===== config.mk =====
export PLATFORM = sky130hd
export DESIGN_NAME = p1sd_top
export DESIGN_NICKNAME = d
export VERILOG_FILES = /design/src/pkg/p1sd_pkg.sv /design/src/pkg/p1sd_strap_if.sv /design/src/design/p1sd_strap_latch.sv /design/src/design/p1sd_top.sv
export SDC_FILE = /design/constraint.sdc
export NUM_CORES = 1
export LEC_CHECK = 0
export BUFFER_PORTS_ARGS = -buffer_cell sky130_fd_sc_hd__buf_4
export CAP_MARGIN = 40
export CORE_MARGIN = 5
export CORE_UTILIZATION = 40
export CTS_BUF_LIST = sky130_fd_sc_hd__clkbuf_4
export DETAILED_ROUTE_END_ITERATION = 12
export GPL_TIMING_DRIVEN = 0
export HOLD_SLACK_MARGIN = 0.15
export PLACE_DENSITY = 0.68
export REMOVE_ABC_BUFFERS = 1
export SKIP_LAST_GASP = 1
export SLEW_MARGIN = 20
export SYNTH_ARGS = -nofsm -noshare
export SYNTH_HDL_FRONTEND = slang
export SYNTH_SLANG_ARGS = --single-unit

===== constraint.sdc =====
create_clock -name clk_sys -period 1.25 [get_ports clk_sys]
set_input_delay 0.125 -clock clk_sys [delete_from_list [all_inputs] [get_ports clk_sys]]
set_output_delay 0.125 -clock clk_sys [all_outputs]
set_load 0.03 [all_outputs]

===== src/pkg/p1sd_pkg.sv =====
`default_nettype none

package p1sd_pkg;

  // Tie-off defaults used when no strap value is supplied.
  localparam logic STRAP_RATE_DEFAULT = 1'h1;
  localparam logic STRAP_DUPLEX_DEFAULT = 1'h1;
  localparam logic STRAP_BACKPRESSURE_DEFAULT = 1'h1;
  localparam logic STRAP_PAUSE_DEFAULT = 1'h1;

  // Field positions of the bits seeded by the straps.
  localparam int ADV_10FD_BIT = 6;
  localparam int ADV_10HD_BIT = 5;
  localparam int MODE_WIDTH = 3;

  // Special mode encodings chosen from rate and duplex with autonegotiation off.
  localparam logic [2:0] MODE_10HD = 3'h0;
  localparam logic [2:0] MODE_10FD = 3'h1;
  localparam logic [2:0] MODE_100HD = 3'h2;
  localparam logic [2:0] MODE_100FD = 3'h3;

  // Strap vector layout: rate, duplex, backpressure, pause.
  localparam int STRAP_W = 4;
  localparam int S_RATE = 0;
  localparam int S_DUPLEX = 1;
  localparam int S_BP = 2;
  localparam int S_PAUSE = 3;
  localparam logic [3:0] STRAP_RESET_VALUE = 4'hF;

endpackage : p1sd_pkg

`default_nettype wire


===== src/pkg/p1sd_strap_if.sv =====
`default_nettype none

// Carries the effective strap vector from the latch to the default decoder.
interface p1sd_strap_if;
  import p1sd_pkg::*;
  logic [STRAP_W-1:0] eff; // Effective strap values.
  logic load; // Pulse: reload register defaults from eff.
  modport src (output eff, output load);
  modport dst (input eff, input load);
endinterface : p1sd_strap_if

`default_nettype wire


===== src/design/p1sd_strap_latch.sv =====
`default_nettype none

// Holds the pin-latched straps and the effective (possibly overridden) straps.
module p1sd_strap_latch
  import p1sd_pkg::*;
(
  input wire logic clk_sys,
  input wire logic rst,
  input wire logic hard_reset_release,
  input wire logic [STRAP_W-1:0] strap_pins,
  input wire logic eeprom_load,
  input wire logic [STRAP_W-1:0] eeprom_values,
  input wire logic revert,
  p1sd_strap_if.src sif
);

  logic [STRAP_W-1:0] latched; // Values sampled at the last hard reset release.
  logic [STRAP_W-1:0] eff; // Values in force.
  logic load; // Reload pulse.

  // Named selection of the next effective value; the loader wins over revert.
  wire [STRAP_W-1:0] next_eff = hard_reset_release ? strap_pins :
                                eeprom_load ? eeprom_values :
                                revert ? latched : eff;
  wire next_load = hard_reset_release | eeprom_load | revert;

  // Pins are sampled only on hard reset release, never on revert.
  always_ff @(posedge clk_sys)
  begin
    if (rst)
    begin
      latched <= STRAP_RESET_VALUE;
    end
    else if (hard_reset_release)
    begin
      latched <= strap_pins;
    end
  end

  // The effective set follows the loader or falls back to the latched set.
  always_ff @(posedge clk_sys)
  begin
    if (rst)
    begin
      eff <= STRAP_RESET_VALUE;
      load <= 1'h0;
    end
    else
    begin
      eff <= next_eff;
      load <= next_load;
    end
  end

  assign sif.eff = eff;
  assign sif.load = load;

  revert_uses_latch_a: assert property (@(posedge clk_sys) disable iff (rst)
    revert && !eeprom_load && !hard_reset_release |=> eff == $past(latched))
    else $error("Revert did not restore latched straps.");

  pins_not_resampled_a: assert property (@(posedge clk_sys) disable iff (rst)
    !hard_reset_release |=> latched == $past(latched))
    else $error("Strap pins were sampled outside a hard reset release.");

endmodule : p1sd_strap_latch

`default_nettype wire


===== src/design/p1sd_top.sv =====
// What this block does
// - Rate strap seeds rate select bit.
// - Rate strap shapes advertisement bits and mode.
// - Duplex strap seeds duplex select bit.
// - Duplex strap shapes 10FD advertise and mode.
// - Backpressure strap seeds backpressure enable.
// - Pause strap seeds transmit and receive pause.
// - Capture straps at hard reset; loader overrides.
// - Digital reset reverts to latched, no resampling.
`default_nettype none

module p1sd_top
  import p1sd_pkg::*;
(
  input wire logic clk_sys,
  input wire logic rst,
  input wire logic pin_reset_n,
  input wire logic power_on_reset,
  input wire logic port1_rate_default_pin,
  input wire logic port1_duplex_default_pin,
  input wire logic port1_backpressure_default_pin,
  input wire logic port1_pause_default_pin,
  input wire logic eeprom_load,
  input wire logic [STRAP_W-1:0] eeprom_values,
  input wire logic digital_reset,
  input wire logic sw_write,
  input wire logic [7:0] sw_data,
  output logic rate_select_low_bit,
  output logic duplex_select_bit,
  output logic adv_10_full,
  output logic adv_10_half,
  output logic [MODE_WIDTH-1:0] phy_special_mode,
  output logic port1_backpressure_enable,
  output logic port1_pause_transmit_enable,
  output logic port1_pause_receive_enable
);

  // Hard reset is either reset source; its release is the cycle it drops.
  logic hard_reset_q; // Hard reset seen on the previous cycle.
  wire hard_reset = power_on_reset | ~pin_reset_n;
  wire hard_reset_release = hard_reset_q & ~hard_reset;

  // Straps gathered into the vector the latch expects.
  wire [STRAP_W-1:0] strap_pins = {port1_pause_default_pin, port1_backpressure_default_pin,
                                   port1_duplex_default_pin, port1_rate_default_pin};

  p1sd_strap_if sif ();

  // Reset release is caught by a clocked process, never by the reset itself.
  always_ff @(posedge clk_sys)
  begin
    if (rst)
    begin
      hard_reset_q <= 1'h0;
    end
    else
    begin
      hard_reset_q <= hard_reset;
    end
  end

  p1sd_strap_latch u_latch (
    .clk_sys(clk_sys),
    .rst(rst),
    .hard_reset_release(hard_reset_release),
    .strap_pins(strap_pins),
    .eeprom_load(eeprom_load),
    .eeprom_values(eeprom_values),
    .revert(digital_reset),
    .sif(sif)
  );

  // Decoded defaults from the effective straps.
  wire d_rate = sif.eff[S_RATE];
  wire d_duplex = sif.eff[S_DUPLEX];
  wire [MODE_WIDTH-1:0] d_mode = d_rate ? (d_duplex ? MODE_100FD : MODE_100HD) :
                                          (d_duplex ? MODE_10FD : MODE_10HD);
  wire d_adv_10fd = ~d_rate & d_duplex;
  wire d_adv_10hd = ~d_rate;

  // Software write image; a load pulse takes priority so defaults always land.
  wire [7:0] reg_image = {rate_select_low_bit, duplex_select_bit, adv_10_full, adv_10_half,
                          port1_backpressure_enable, port1_pause_transmit_enable,
                          port1_pause_receive_enable, 1'h0};
  wire [7:0] default_image = {d_rate, d_duplex, d_adv_10fd, d_adv_10hd,
                              sif.eff[S_BP], sif.eff[S_PAUSE], sif.eff[S_PAUSE], 1'h0};
  wire [7:0] next_image = sif.load ? default_image : sw_write ? sw_data : reg_image;
  wire [MODE_WIDTH-1:0] next_mode = sif.load ? d_mode : phy_special_mode;

  // Register bits; defaults after reset match the tie-off strap values.
  always_ff @(posedge clk_sys)
  begin
    if (rst)
    begin
      rate_select_low_bit <= STRAP_RATE_DEFAULT;
      duplex_select_bit <= STRAP_DUPLEX_DEFAULT;
      adv_10_full <= 1'h0;
      adv_10_half <= 1'h0;
      phy_special_mode <= MODE_100FD;
      port1_backpressure_enable <= STRAP_BACKPRESSURE_DEFAULT;
      port1_pause_transmit_enable <= STRAP_PAUSE_DEFAULT;
      port1_pause_receive_enable <= STRAP_PAUSE_DEFAULT;
    end
    else
    begin
      rate_select_low_bit <= next_image[7];
      duplex_select_bit <= next_image[6];
      adv_10_full <= next_image[5];
      adv_10_half <= next_image[4];
      port1_backpressure_enable <= next_image[3];
      port1_pause_transmit_enable <= next_image[2];
      port1_pause_receive_enable <= next_image[1];
      phy_special_mode <= next_mode;
    end
  end

  rate_default_a: assert property (@(posedge clk_sys) disable iff (rst)
    sif.load |=> rate_select_low_bit == $past(sif.eff[S_RATE]))
    else $error("Rate bit missed its default.");
  duplex_default_a: assert property (@(posedge clk_sys) disable iff (rst)
    sif.load |=> duplex_select_bit == $past(sif.eff[S_DUPLEX]))
    else $error("Duplex bit missed its default.");
  adv_shape_a: assert property (@(posedge clk_sys) disable iff (rst)
    sif.load |=> adv_10_half == !$past(d_rate) && adv_10_full == ($past(d_duplex) && !$past(d_rate)))
    else $error("Advertisement bits wrong.");
  mode_shape_a: assert property (@(posedge clk_sys) disable iff (rst)
    sif.load |=> phy_special_mode == {1'h0, $past(d_rate), $past(d_duplex)})
    else $error("Mode field wrong.");
  bp_default_a: assert property (@(posedge clk_sys) disable iff (rst)
    sif.load |=> port1_backpressure_enable == $past(sif.eff[S_BP]))
    else $error("Backpressure default wrong.");
  pause_pair_a: assert property (@(posedge clk_sys) disable iff (rst)
    sif.load |=> port1_pause_transmit_enable == $past(sif.eff[S_PAUSE])
      && port1_pause_receive_enable == $past(sif.eff[S_PAUSE]))
    else $error("Pause defaults wrong.");
  capture_release_a: assert property (@(posedge clk_sys) disable iff (rst)
    hard_reset_release |=> ##1 rate_select_low_bit == $past(port1_rate_default_pin, 2))
    else $error("Strap not captured at release.");
  sw_wins_a: assert property (@(posedge clk_sys) disable iff (rst)
    sw_write && !sif.load |=> port1_backpressure_enable == $past(sw_data[3]))
    else $error("Software write lost.");

endmodule : p1sd_top

`default_nettype wire


==> summary.md, run 1 <==
| Metric | Value |
|---|---|
| Status | `finished, final reports clean` |
| Number of global-route vias before repair | `743` |
| Vias | `742` |
| Reg2reg setup slack | `0.23 ns` |
| Kind of end point of the critical path | `flip-flop` |
| Critical Path Start | `pin_reset_n` |
| Synth cell types | `23` |
| Slowest CP cell | `dlygate4sd3_1` |
| Core area | `0.00196 mm²` |
| Power Dens Cells | `1030 mW/mm²` |
| CP required | `1.49 ns` |
| Root Buffer | `clkbuf_4` |
| Period utilisation layout | `0.986` |
| Crit start category | `input pin` |
| Max-Cap Viols | `0` |
| DRT antenna net count | `0` |
| Crit-path max FO | `3` |
| Sequential area share after synthesis | `0.459` |
| Reg2Reg Capture Point | `adv_10_full$_SDFFE_PP0P_` |
| I/O Pins | `33` |
| Syn Area/Cell | `9.86 µm²` |
| Initial DRT Pass Iterations | `4` |
| Drt drc | `0` |
| Post-Syn Instances | `84` |
| DR WL/cell | `12.2 µm` |
| Layout overhead on the synthesized area | `50.3%` |
| Clk pin slew, worst setup/hold paths | `0.10 ns` |
| Max Slew Vio Count | `0` |
| Crit path depth | `4` |
| Gp weighted congestion | `0.728` |
| Critical path's largest stage delay | `0.55 ns` |
| Clk_skew | `0.00517 ns` |
| Die width | `55.5 µm` |
| CTS max path bufs | `2` |
| Worst-path cell chain | `dlygate4sd3_1 -> buf_4 -> a21oi_1 -> dlygate4sd3_1` |
| Largest net degree at the start of global routing | `14` |
| Final hold violations | `0` |
| Cell family with most CP delay | `buffers and inverters` |
| Num rows | `16` |
| R2R cell count | `3` |
| Die Span Y | `55.5 µm` |
| Most used cell, CP | `dlygate4sd3_1` |
| Arrival time worst endpoint | `1.48 ns` |
| Global route overflow | `0` |
| Worst min path class | `input pin to flip-flop` |
| Post-CTS setup buffer count | `0` |
| Hold slack | `0.171 ns` |
| Final wirelength | `1910 µm` |
| Final setup violation count | `0` |
| HP Start | `sw_data[7]` |
| Total track usage | `0.135` |
| Die area | `0.00308 mm²` |
| Crit Path Class | `input pin to flip-flop` |
| Hold Path Sink | `rate_select_low_bit$_SDFFE_PP1P_` |
| Area leader, netlist | `dfxtp_1` |
| Max IR drop VDD | `781 µV` |
| IO Port Bufs | `30` |
| CTS sink cnt | `19` |
| Layout cells sized above 1 | `0.318` |
| Buf/Inv on CP | `3` |
| Diodes inserted | `0` |
| HPWL Detailed | `1280 µm` |
| CTS tree | `done` |
| Clk_lat worst skew | `0.29 ns` |
| Syn Std Cell Area | `828 µm²` |
| Nets | `153` |
| Vias/cell | `4.76` |
| Post_cts resized | `0` |
| Final min period | `1.23 ns` |
| Starting DRT DRC Count | `14` |
| Htree depth | `1` |
| Global-route wire length before repair | `3360 µm` |
| Post-synth top area share | `0.459` |
| RSZ-0062 raised after global routing | `false` |
| Num CTS Buffers | `3` |
| Top post-synthesis cells by area | `dfxtp_1 46%, mux2i_1 8.5%, mux2_2 5.4%` |
| YS warnings | `0` |
| Hold Path Stages | `4` |
| Initial Utilization | `0.422` |
| Reg-to-reg startpoint | `u_latch.sif.load$_SDFF_PP0_` |
| Setup_tns | `0 ns` |
| Fmax | `0.811 GHz` |
| Initial antenna violation count | `0` |
| Seq cells post-synth | `19` |
| Leakage | `0.582 nW` |
## cell usage in the layout (no fill, tap or decap)
master,netlist,final
mux2_4,3,3
a21oi_1,7,7
dlygate4sd3_1,0,17
and3b_1,1,1
clkbuf_4,0,4
o21a_1,1,1
nand3b_1,1,1
nand2_1,9,9
a211oi_1,3,3
o21bai_1,4,4
conb_1,1,1
nor2b_1,5,5
mux2i_1,7,7
nor2_1,3,3
o22a_1,1,1
buf_4,1,30
o21ai_1,4,4
mux2_2,4,4
o21ai_0,1,1
dfxtp_1,19,19
nand2b_1,2,2
inv_1,2,2
## where the power goes
part           switching (mW)  internal, mW  total, mW
Clock                   0.175         0.146      0.321
Combinational           0.127         0.166      0.293
Sequential             0.0288         0.646      0.675
## Yosys cell counts (all sizes together)
cell and number:
mux2i 7, clkbuf 2, a21oi 7, nor2 3, nand3b 1, inv 2, nor2b 5, and3b 1
o22a 1, buf 4, a211oi 3, nand2b 2, o21ai 5, o21bai 4, mux2 7, dfxtp 19
conb 1, nand2 9, o21a 1
## metal layers
layer / part of all wire / up-vias / GRT usage
li1: - / 376 / -
met4: 0.0063 / 0 / 0.0521
met3: 0.089 / 2 / 0.0466
met2: 0.47 / 34 / 0.228
met1: 0.43 / 330 / 0.154
met5: 0 / - / 0
## metrics by stage
stage / power [mW] / util / cells / instance area [µm²] / setup slack (ns)
after floorplan: 0.819 / - / 78 / 786 / 0.285
after global placement: 0.932 / 0.533 / 135 / 1040 / 0.240
after detailed placement: 0.937 / 0.533 / 135 / 1040 / 0.250
after CTS: 1.30 / 0.635 / 156 / 1240 / 0.0284
after global routing: 1.37 / 0.635 / 156 / 1240 / 0.00406
final: 1.29 / 0.635 / 156 / 1240 / 0.0175
## worst max path at each step
stage,endpoint
after floorplan,port1_backpressure_enable$_SDFFE_PP1P_
after global placement,port1_pause_receive_enable$_SDFFE_PP1P_
after detailed placement,port1_pause_transmit_enable$_SDFFE_PP1P_
after CTS,hard_reset_q$_SDFF_PP0_
after global routing,hard_reset_q$_SDFF_PP0_
final,hard_reset_q$_SDFF_PP0_
## worst reg2reg max path, delay by kind of cell, from the launching register on
kind,cells,cell delay [ns]
flip-flops,1,0.60
AO/OA/AOI/OAI,1,0.20
AND/OR/NAND/NOR,2,0.17
## final cells by class
class	count	area, µm²
repair buffers	47	395
clock buffers	4	30.0
multi-input cells	57	398
well taps	27	33.8
fillers	172	717
inverters	2	7.51
flip-flops and latches	19	380
## cell families (layout without fill, tap and decap cells)
group | Yosys count | after routing | share of synthesized area
DFF | 19 | 19 | 0.459
and+or+nand+nor | 21 | 21 | 0.127
buffers and inverters | 8 | 53 | 0.0604
muxes | 14 | 14 | 0.193
AOI/OAI and AO/OA | 21 | 21 | 0.156
other | 1 | 1 | 0.00453
## registers in the layout (all words and copies together) (netlist names)
register and count:
port1_pause_transmit_enable 1, hard_reset_q 1, adv_10_half 1, port1_backpressure_enable 1, u_latch.sif.load 1, u_latch.latched 4, duplex_select_bit 1, u_latch.sif.eff 4
rate_select_low_bit 1, phy_special_mode 2, adv_10_full 1, port1_pause_receive_enable 1
## timing repair
action / CTS / global route
hold buffers: 17 / 0
setup endpoints to repair: 0 / 0
endpoints found under the hold margin: 18 / 0
(Power assumes the default switching activity.)
==> run 2, diff against run 1 <==
CORE_UTILIZATION = 49   (was 40)
GPL_ROUTABILITY_DRIVEN = 0   (was not set)
PLACE_DENSITY = 0.81   (was 0.68)
RECOVER_POWER = 100   (was not set)
==> run 2 against run 1 <==
  * Clock power increased by 2%
  * Register-to-register slack worse by 0.03 ns
  * Flip-flop and latch count did not move
  * Hold slack got worse by 0.016 ns
  * Sequential power barely moved
  * Clock-buffer cell count did not move
  * Sequential share of layout area rose by 0.25 points
  * Worst setup slack improved by 0.041 ns
  * Critical endpoint is now u_latch.sif.eff[2]$_SDFFE_PP1P_
  * Largest power group unchanged
==> summary.md, run 2 (synthesis gave the netlist of run 1 again) <==
| Metric | Value |
|---|---|
| Status | `finished, final reports clean` |
| Max-Cap Viols | `0` |
| Crit path depth | `5` |
| Final min period | `1.19 ns` |
| Worst-path cell chain | `dlygate4sd3_1 -> buf_4 -> and3b_1 -> a21oi_1 -> o21ai_1` |
| Die area | `0.00261 mm²` |
| Power Dens Cells | `1050 mW/mm²` |
| Reg2reg setup slack | `0.20 ns` |
| IO Port Bufs | `30` |
| Diodes inserted | `0` |
| Num rows | `14` |
| Leakage | `0.582 nW` |
| Initial antenna violation count | `0` |
| Top flop regs | `u_latch.latched (4), u_latch.sif.eff (4), phy_special_mode (2)` |
| Drt drc | `0` |
| CTS max path bufs | `2` |
| Critical Path Start | `pin_reset_n` |
| CTS sink cnt | `19` |
| Final hold violations | `0` |
| Htree depth | `1` |
| Power share of the clock group | `0.252` |
| Multi-input logic area | `402 µm²` |
| CP required | `1.43 ns` |
| P_int | `0.958 mW` |
| Reg2Reg Capture Point | `adv_10_full$_SDFFE_PP0P_` |
| Reg-to-reg startpoint | `u_latch.sif.load$_SDFF_PP0_` |
| Final wirelength | `1980 µm` |
| Register area | `380 µm²` |
| Core area | `0.00156 mm²` |
| Initial DRT Pass Iterations | `5` |
| Num CTS Buffers | `3` |
| Number of global-route vias before repair | `765` |
| Initial Utilization | `0.531` |
| Sequential power share | `0.519` |
| Layout cells sized above 1 | `0.326` |
| Crit Path Class | `input pin to flip-flop` |
| Layout fillers | `112` |
| Crit-path max FO | `8` |
| Die width | `51.1 µm` |
| Max IR drop VDD | `727 µV` |
| Vias | `752` |
| Arrival time worst endpoint | `1.37 ns` |
| Total track usage | `0.162` |
| Comb power frac | `0.228` |
| Starting DRT DRC Count | `12` |
| Switch share | `0.261` |
| Slowest CP cell | `dlygate4sd3_1` |
| Clk_skew | `0.00663 ns` |
| I/O Pins | `33` |
| Global-route wire length before repair | `3260 µm` |
| Layout overhead on the synthesized area | `49.1%` |
| Setup_tns | `0 ns` |
| R2R cell count | `3` |
| Die Span Y | `51.1 µm` |
| Crit start category | `input pin` |
| Vias/cell | `5.19` |
| DRT antenna net count | `0` |
| Kind of end point of the critical path | `flip-flop` |
| Critical path's largest stage delay | `0.54 ns` |
| Cell family with most CP delay | `buffers and inverters` |
| Buf/Inv on CP | `2` |
| Nets | `153` |
| Max Slew Vio Count | `0` |
| Period utilisation layout | `0.953` |
| Global route overflow | `0` |
| Root Buffer | `clkbuf_4` |
| Most common cell after layout, fill and taps aside | `buf_4` |
| Largest net degree at the start of global routing | `14` |
| Hold slack | `0.156 ns` |
| Final setup violation count | `0` |
| Post-layout instance area | `0.00123 mm²` |
| HPWL Detailed | `1240 µm` |
| Switching Power | `0.339 mW` |
| Worst min path class | `input pin to flip-flop` |
| CTS tree | `done` |
| Clk_lat worst skew | `0.29 ns` |
| RSZ-0062 raised after global routing | `false` |
| Placed Area | `0.00103 mm²` |
| Worst Setup EP | `u_latch.sif.eff[2]$_SDFFE_PP1P_` |
| Fmax | `0.839 GHz` |
| DR WL/cell | `13.6 µm` |
| Post-CTS setup buffer count | `0` |
| Most frequent cells in the layout | `30 x buf_4, 19 x dfxtp_1, 17 x dlygate4sd3_1` |
| Clk pin slew, worst setup/hold paths | `0.11 ns` |
==> run 2: cell counts in the layout (fill, tap and decap cells not counted) <==
Identical to the previous run, type by type.
==> run 2: worst min-delay path by stage <==
| stage | from | end | slack, ns | depth (start not counted) |
|---|---|---|---|---|
| floorplan | rst | hard_reset_q$_SDFF_PP0_ | 0.19 | 1 |
| global placement | pin_reset_n | hard_reset_q$_SDFF_PP0_ | 0.32 | 2 |
| detailed placement | pin_reset_n | hard_reset_q$_SDFF_PP0_ | 0.33 | 2 |
| CTS | sw_data[4] | adv_10_half$_SDFFE_PP0P_ | 0.16 | 3 |
| global route | sw_data[4] | adv_10_half$_SDFFE_PP0P_ | 0.16 | 3 |
| finish | sw_data[4] | adv_10_half$_SDFFE_PP0P_ | 0.16 | 3 |
==> run 2: worst register-to-register path: cells and delay by family, from the launching register on <==
kind             cells  cell delay, ns
flip-flops           1            0.61
AO/OA/AOI/OAI        1            0.20
AND/OR/NAND/NOR      2            0.18
==> run 2: metrics by stage <==
step	power (mW)	cells	util	worst slack, ns
after floorplan	0.819	78	-	0.285
after global placement	0.929	124	0.661	0.255
after detailed placement	0.936	124	0.661	0.235
after CTS	1.29	144	0.783	0.0347
after global routing	1.36	145	0.792	0.00269
final	1.30	145	0.792	0.0586
==> run 2: layer usage <==
layer | global-route usage | up-vias | routed length, µm
met1 | 0.178 | 341 | 827
met3 | 0.0349 | 4 | 167
met2 | 0.294 | 33 | 952
li1 | - | 374 | -
met4 | 0.0762 | 0 | 31
met5 | 0 | - | 0
==> run 2: layout make-up <==
cell class              instances  share of cell area
clock buffers                   4              0.0243
repair buffers                 47               0.320
inverters                       2             0.00608
well taps                      16              0.0162
multi-input cells              57               0.325
flip-flops and latches         19               0.308
==> run 2: what timing repair did <==
| item | 4_1_cts | 5_1_grt |
|---|---|---|
| setup endpoints to repair | 0 | 2 |
| hold buffers | 16 | 2 |
| resized for setup | 0 | 1 |
| hold endpoints to repair | 17 | 1 |
==> run 2: power by group through the flow <==
stage,Clock (mW),Sequential (mW),Combinational (mW)
6_report,0.327,0.673,0.296
5_1_grt,0.357,0.680,0.321
4_1_cts,0.326,0.673,0.290
3_5_place_dp,0,0.687,0.249
3_3_place_gp,0,0.685,0.244
2_1_floorplan,0,0.722,0.0973
==> run 3, diff against run 2 <==
==> constraint.sdc (replaced) <==
create_clock -name clk_sys -period 1.25 [get_ports clk_sys]
set_input_delay 0.25 -clock clk_sys [delete_from_list [all_inputs] [get_ports clk_sys]]
set_output_delay 0.25 -clock clk_sys [all_outputs]
set_load 0.03 [all_outputs]
==> run 3 against run 2 <==
  * Clock skew shrank 0.0026 ns
  * Via count shrank 10%
  * First-iteration DRC count shrank 50%
  * Routed wire length shrank 18%
  * Clock power shrank 2%
  * Flip-flop and latch count is the same
  * Design area shrank 15%
  * Utilization shrank 12 points
  * Die area is the same
  * Critical path type is now flip-flop to primary output
  * Critical endpoint is now adv_10_half
  * Largest power group unchanged
  * Highest routed layer unchanged
==> summary.md, run 3 (synthesis gave the netlist of run 1 again) <==
| Metric | Value |
|---|---|
| Status | `finished, final reports clean` |
| Max-Cap Viols | `0` |
| Hold Path Sink | `u_latch.latched[1]$_SDFFE_PP1P_` |
| Reg2reg setup slack | `0.22 ns` |
| HP Start | `port1_duplex_default_pin` |
| Global-route wire length before repair | `2750 µm` |
| Setup_tns | `0 ns` |
| Initial antenna violation count | `0` |
| Gr busiest metal | `met2` |
| Switch share | `0.258` |
| Vias | `676` |
| DRT antenna net count | `0` |
| Drt drc | `0` |
| Layout cells sized above 1 | `0.354` |
| Power Dens Cells | `1170 mW/mm²` |
| Hold slack | `0.178 ns` |
| Sequential power share | `0.548` |
| Diodes inserted | `0` |
| Post-CTS Hold Fix Bufs | `1` |
| DR WL/cell | `12.6 µm` |
| Most common cell after layout, fill and taps aside | `buf_4` |
| P_int | `0.911 mW` |
| Reg-to-reg startpoint | `u_latch.sif.load$_SDFF_PP0_` |
| I/O Pins | `33` |
| Worst min path class | `input pin to flip-flop` |
| Num rows | `14` |
| Period utilisation layout | `0.867` |
| CTS sink cnt | `19` |
| Arrival time worst endpoint | `0.83 ns` |
| Reg2Reg Capture Point | `adv_10_full$_SDFFE_PP0P_` |
| Clk_skew | `0.00406 ns` |
| Global-route track usage on met1 | `0.160` |
| Initial Utilization | `0.531` |
| Layout fillers | `143` |
| Num CTS Buffers | `3` |
| Cell family with most CP delay | `flip-flops` |
| Hold Path Stages | `3` |
| Register area | `380 µm²` |
| M3 GR Usage | `0.0349` |
| Die Span Y | `51.1 µm` |
| Crit path depth | `1` |
| Initial DRT Pass Iterations | `4` |
| Die area | `0.00261 mm²` |
| Core area | `0.00156 mm²` |
| IO Port Bufs | `30` |
| Final hold violations | `0` |
| Final wirelength | `1630 µm` |
| Htree depth | `1` |
| Max Slew Vio Count | `0` |
| Crit Path Class | `flip-flop to primary output` |
| Total track usage | `0.135` |
| Most frequent cells in the layout | `20 x buf_4, 19 x dfxtp_1, 9 x nand2_1, 9 x clkbuf_2` |
| Post-route insts no fill | `129` |
| Final setup violation count | `0` |
| Pre-CTS setup slack | `0.210 ns` |
| Max IR drop VDD | `810 µV` |
| CTS tree | `done` |
| Power share of the clock group | `0.260` |
| Kind of end point of the critical path | `primary output` |
| Buf/Inv on CP | `1` |
| Switching Power | `0.316 mW` |
| Fmax | `0.922 GHz` |
| Multi-input logic area | `398 µm²` |
| Number of global-route vias before repair | `662` |
| Final min period | `1.08 ns` |
| RSZ-0062 raised after global routing | `false` |
| Global route overflow | `0` |
| Root Buffer | `clkbuf_4` |
| Top flop regs | `u_latch.latched (4), u_latch.sif.eff (4), phy_special_mode (2)` |
| CP required | `1.00 ns` |
| DP Cell Count | `124` |
| Post_cts resized | `0` |
| Vias/cell | `5.24` |
| Worst-path cell chain | `clkbuf_2` |
| CTS max path bufs | `2` |
| R2R cell count | `3` |
| HPWL Detailed | `1240 µm` |
| Post-CTS setup buffer count | `0` |
| Starting DRT DRC Count | `6` |
| Critical path's largest stage delay | `0.34 ns` |
| Crit-path max FO | `2` |
| Clk pin slew, worst setup/hold paths | `0.10 ns` |
| Die width | `51.1 µm` |
| Setup WS post-layout | `0.166 ns` |
| Layout overhead on the synthesized area | `26.1%` |
| Power, Total | `1.23 mW` |
| Comb power frac | `0.192` |
| Nets | `137` |
| Clk_lat worst skew | `0.29 ns` |
| Slowest CP cell | `dfxtp_1` |
| Met2 GRT Util | `0.225` |
| Largest net degree at the start of global routing | `15` |
| Leakage | `0.506 nW` |
| Crit start category | `flip-flop` |
-- run 3: changes by cell type in the layout (fill, tap and decap cells not counted), moves of 4 or more --
cell	previous run	this run
dlygate4sd3_1	17	1
buf_4	30	20
clkbuf_2	0	9
o21ai_0	1	5
o21ai_1	4	0
-- run 3: per-layer routing --
metal | vias to the layer above | wire (µm)
li1 | 344 | -
met1 | 298 | 732
met2 | 30 | 705
met3 | 4 | 156
met4 | 0 | 31
met5 | - | 0
-- run 3: power by group through the flow --
stage / clock [mW] / combinational [mW] / sequential (mW)
3_3_place_gp: 0 / 0.244 / 0.685
3_5_place_dp: 0 / 0.249 / 0.687
5_1_grt: 0.346 / 0.257 / 0.680
4_1_cts: 0.326 / 0.252 / 0.673
6_report: 0.319 / 0.236 / 0.672
2_1_floorplan: 0 / 0.0973 / 0.722
-- run 3: through the flow --
step | utilization | instance area (µm²)
after floorplan | - | 786
after global placement | 0.661 | 1030
after detailed placement | 0.661 | 1030
after CTS | 0.687 | 1070
after global routing | 0.670 | 1040
final | 0.670 | 1040
-- run 3: area by class of cell --
class | count | area share
clock buffer | 4 | 0.0287
inverter | 2 | 0.00719
multi-input combinational | 57 | 0.381
sequential | 19 | 0.364
tap | 16 | 0.0192
timing repair buffer | 31 | 0.200
-- run 3: worst reg2reg max path: cells and delay by family, from the launching register on --
kind	cells	cell delay (ns)
AOI/OAI and AO/OA	1	0.20
and+or+nand+nor	2	0.17
DFF	1	0.60
-- run 3: worst max path at each step --
stage | start | endpoint
floorplan | port1_backpressure_enable$_SDFFE_PP1P_ | port1_backpressure_enable$_SDFFE_PP1P_
global placement | pin_reset_n | u_latch.sif.eff[2]$_SDFFE_PP1P_
detailed placement | digital_reset | u_latch.sif.eff[3]$_SDFFE_PP1P_
CTS | adv_10_half$_SDFFE_PP0P_ | adv_10_half
global route | u_latch.sif.load$_SDFF_PP0_ | adv_10_full$_SDFFE_PP0P_
finish | adv_10_half$_SDFFE_PP0P_ | adv_10_half
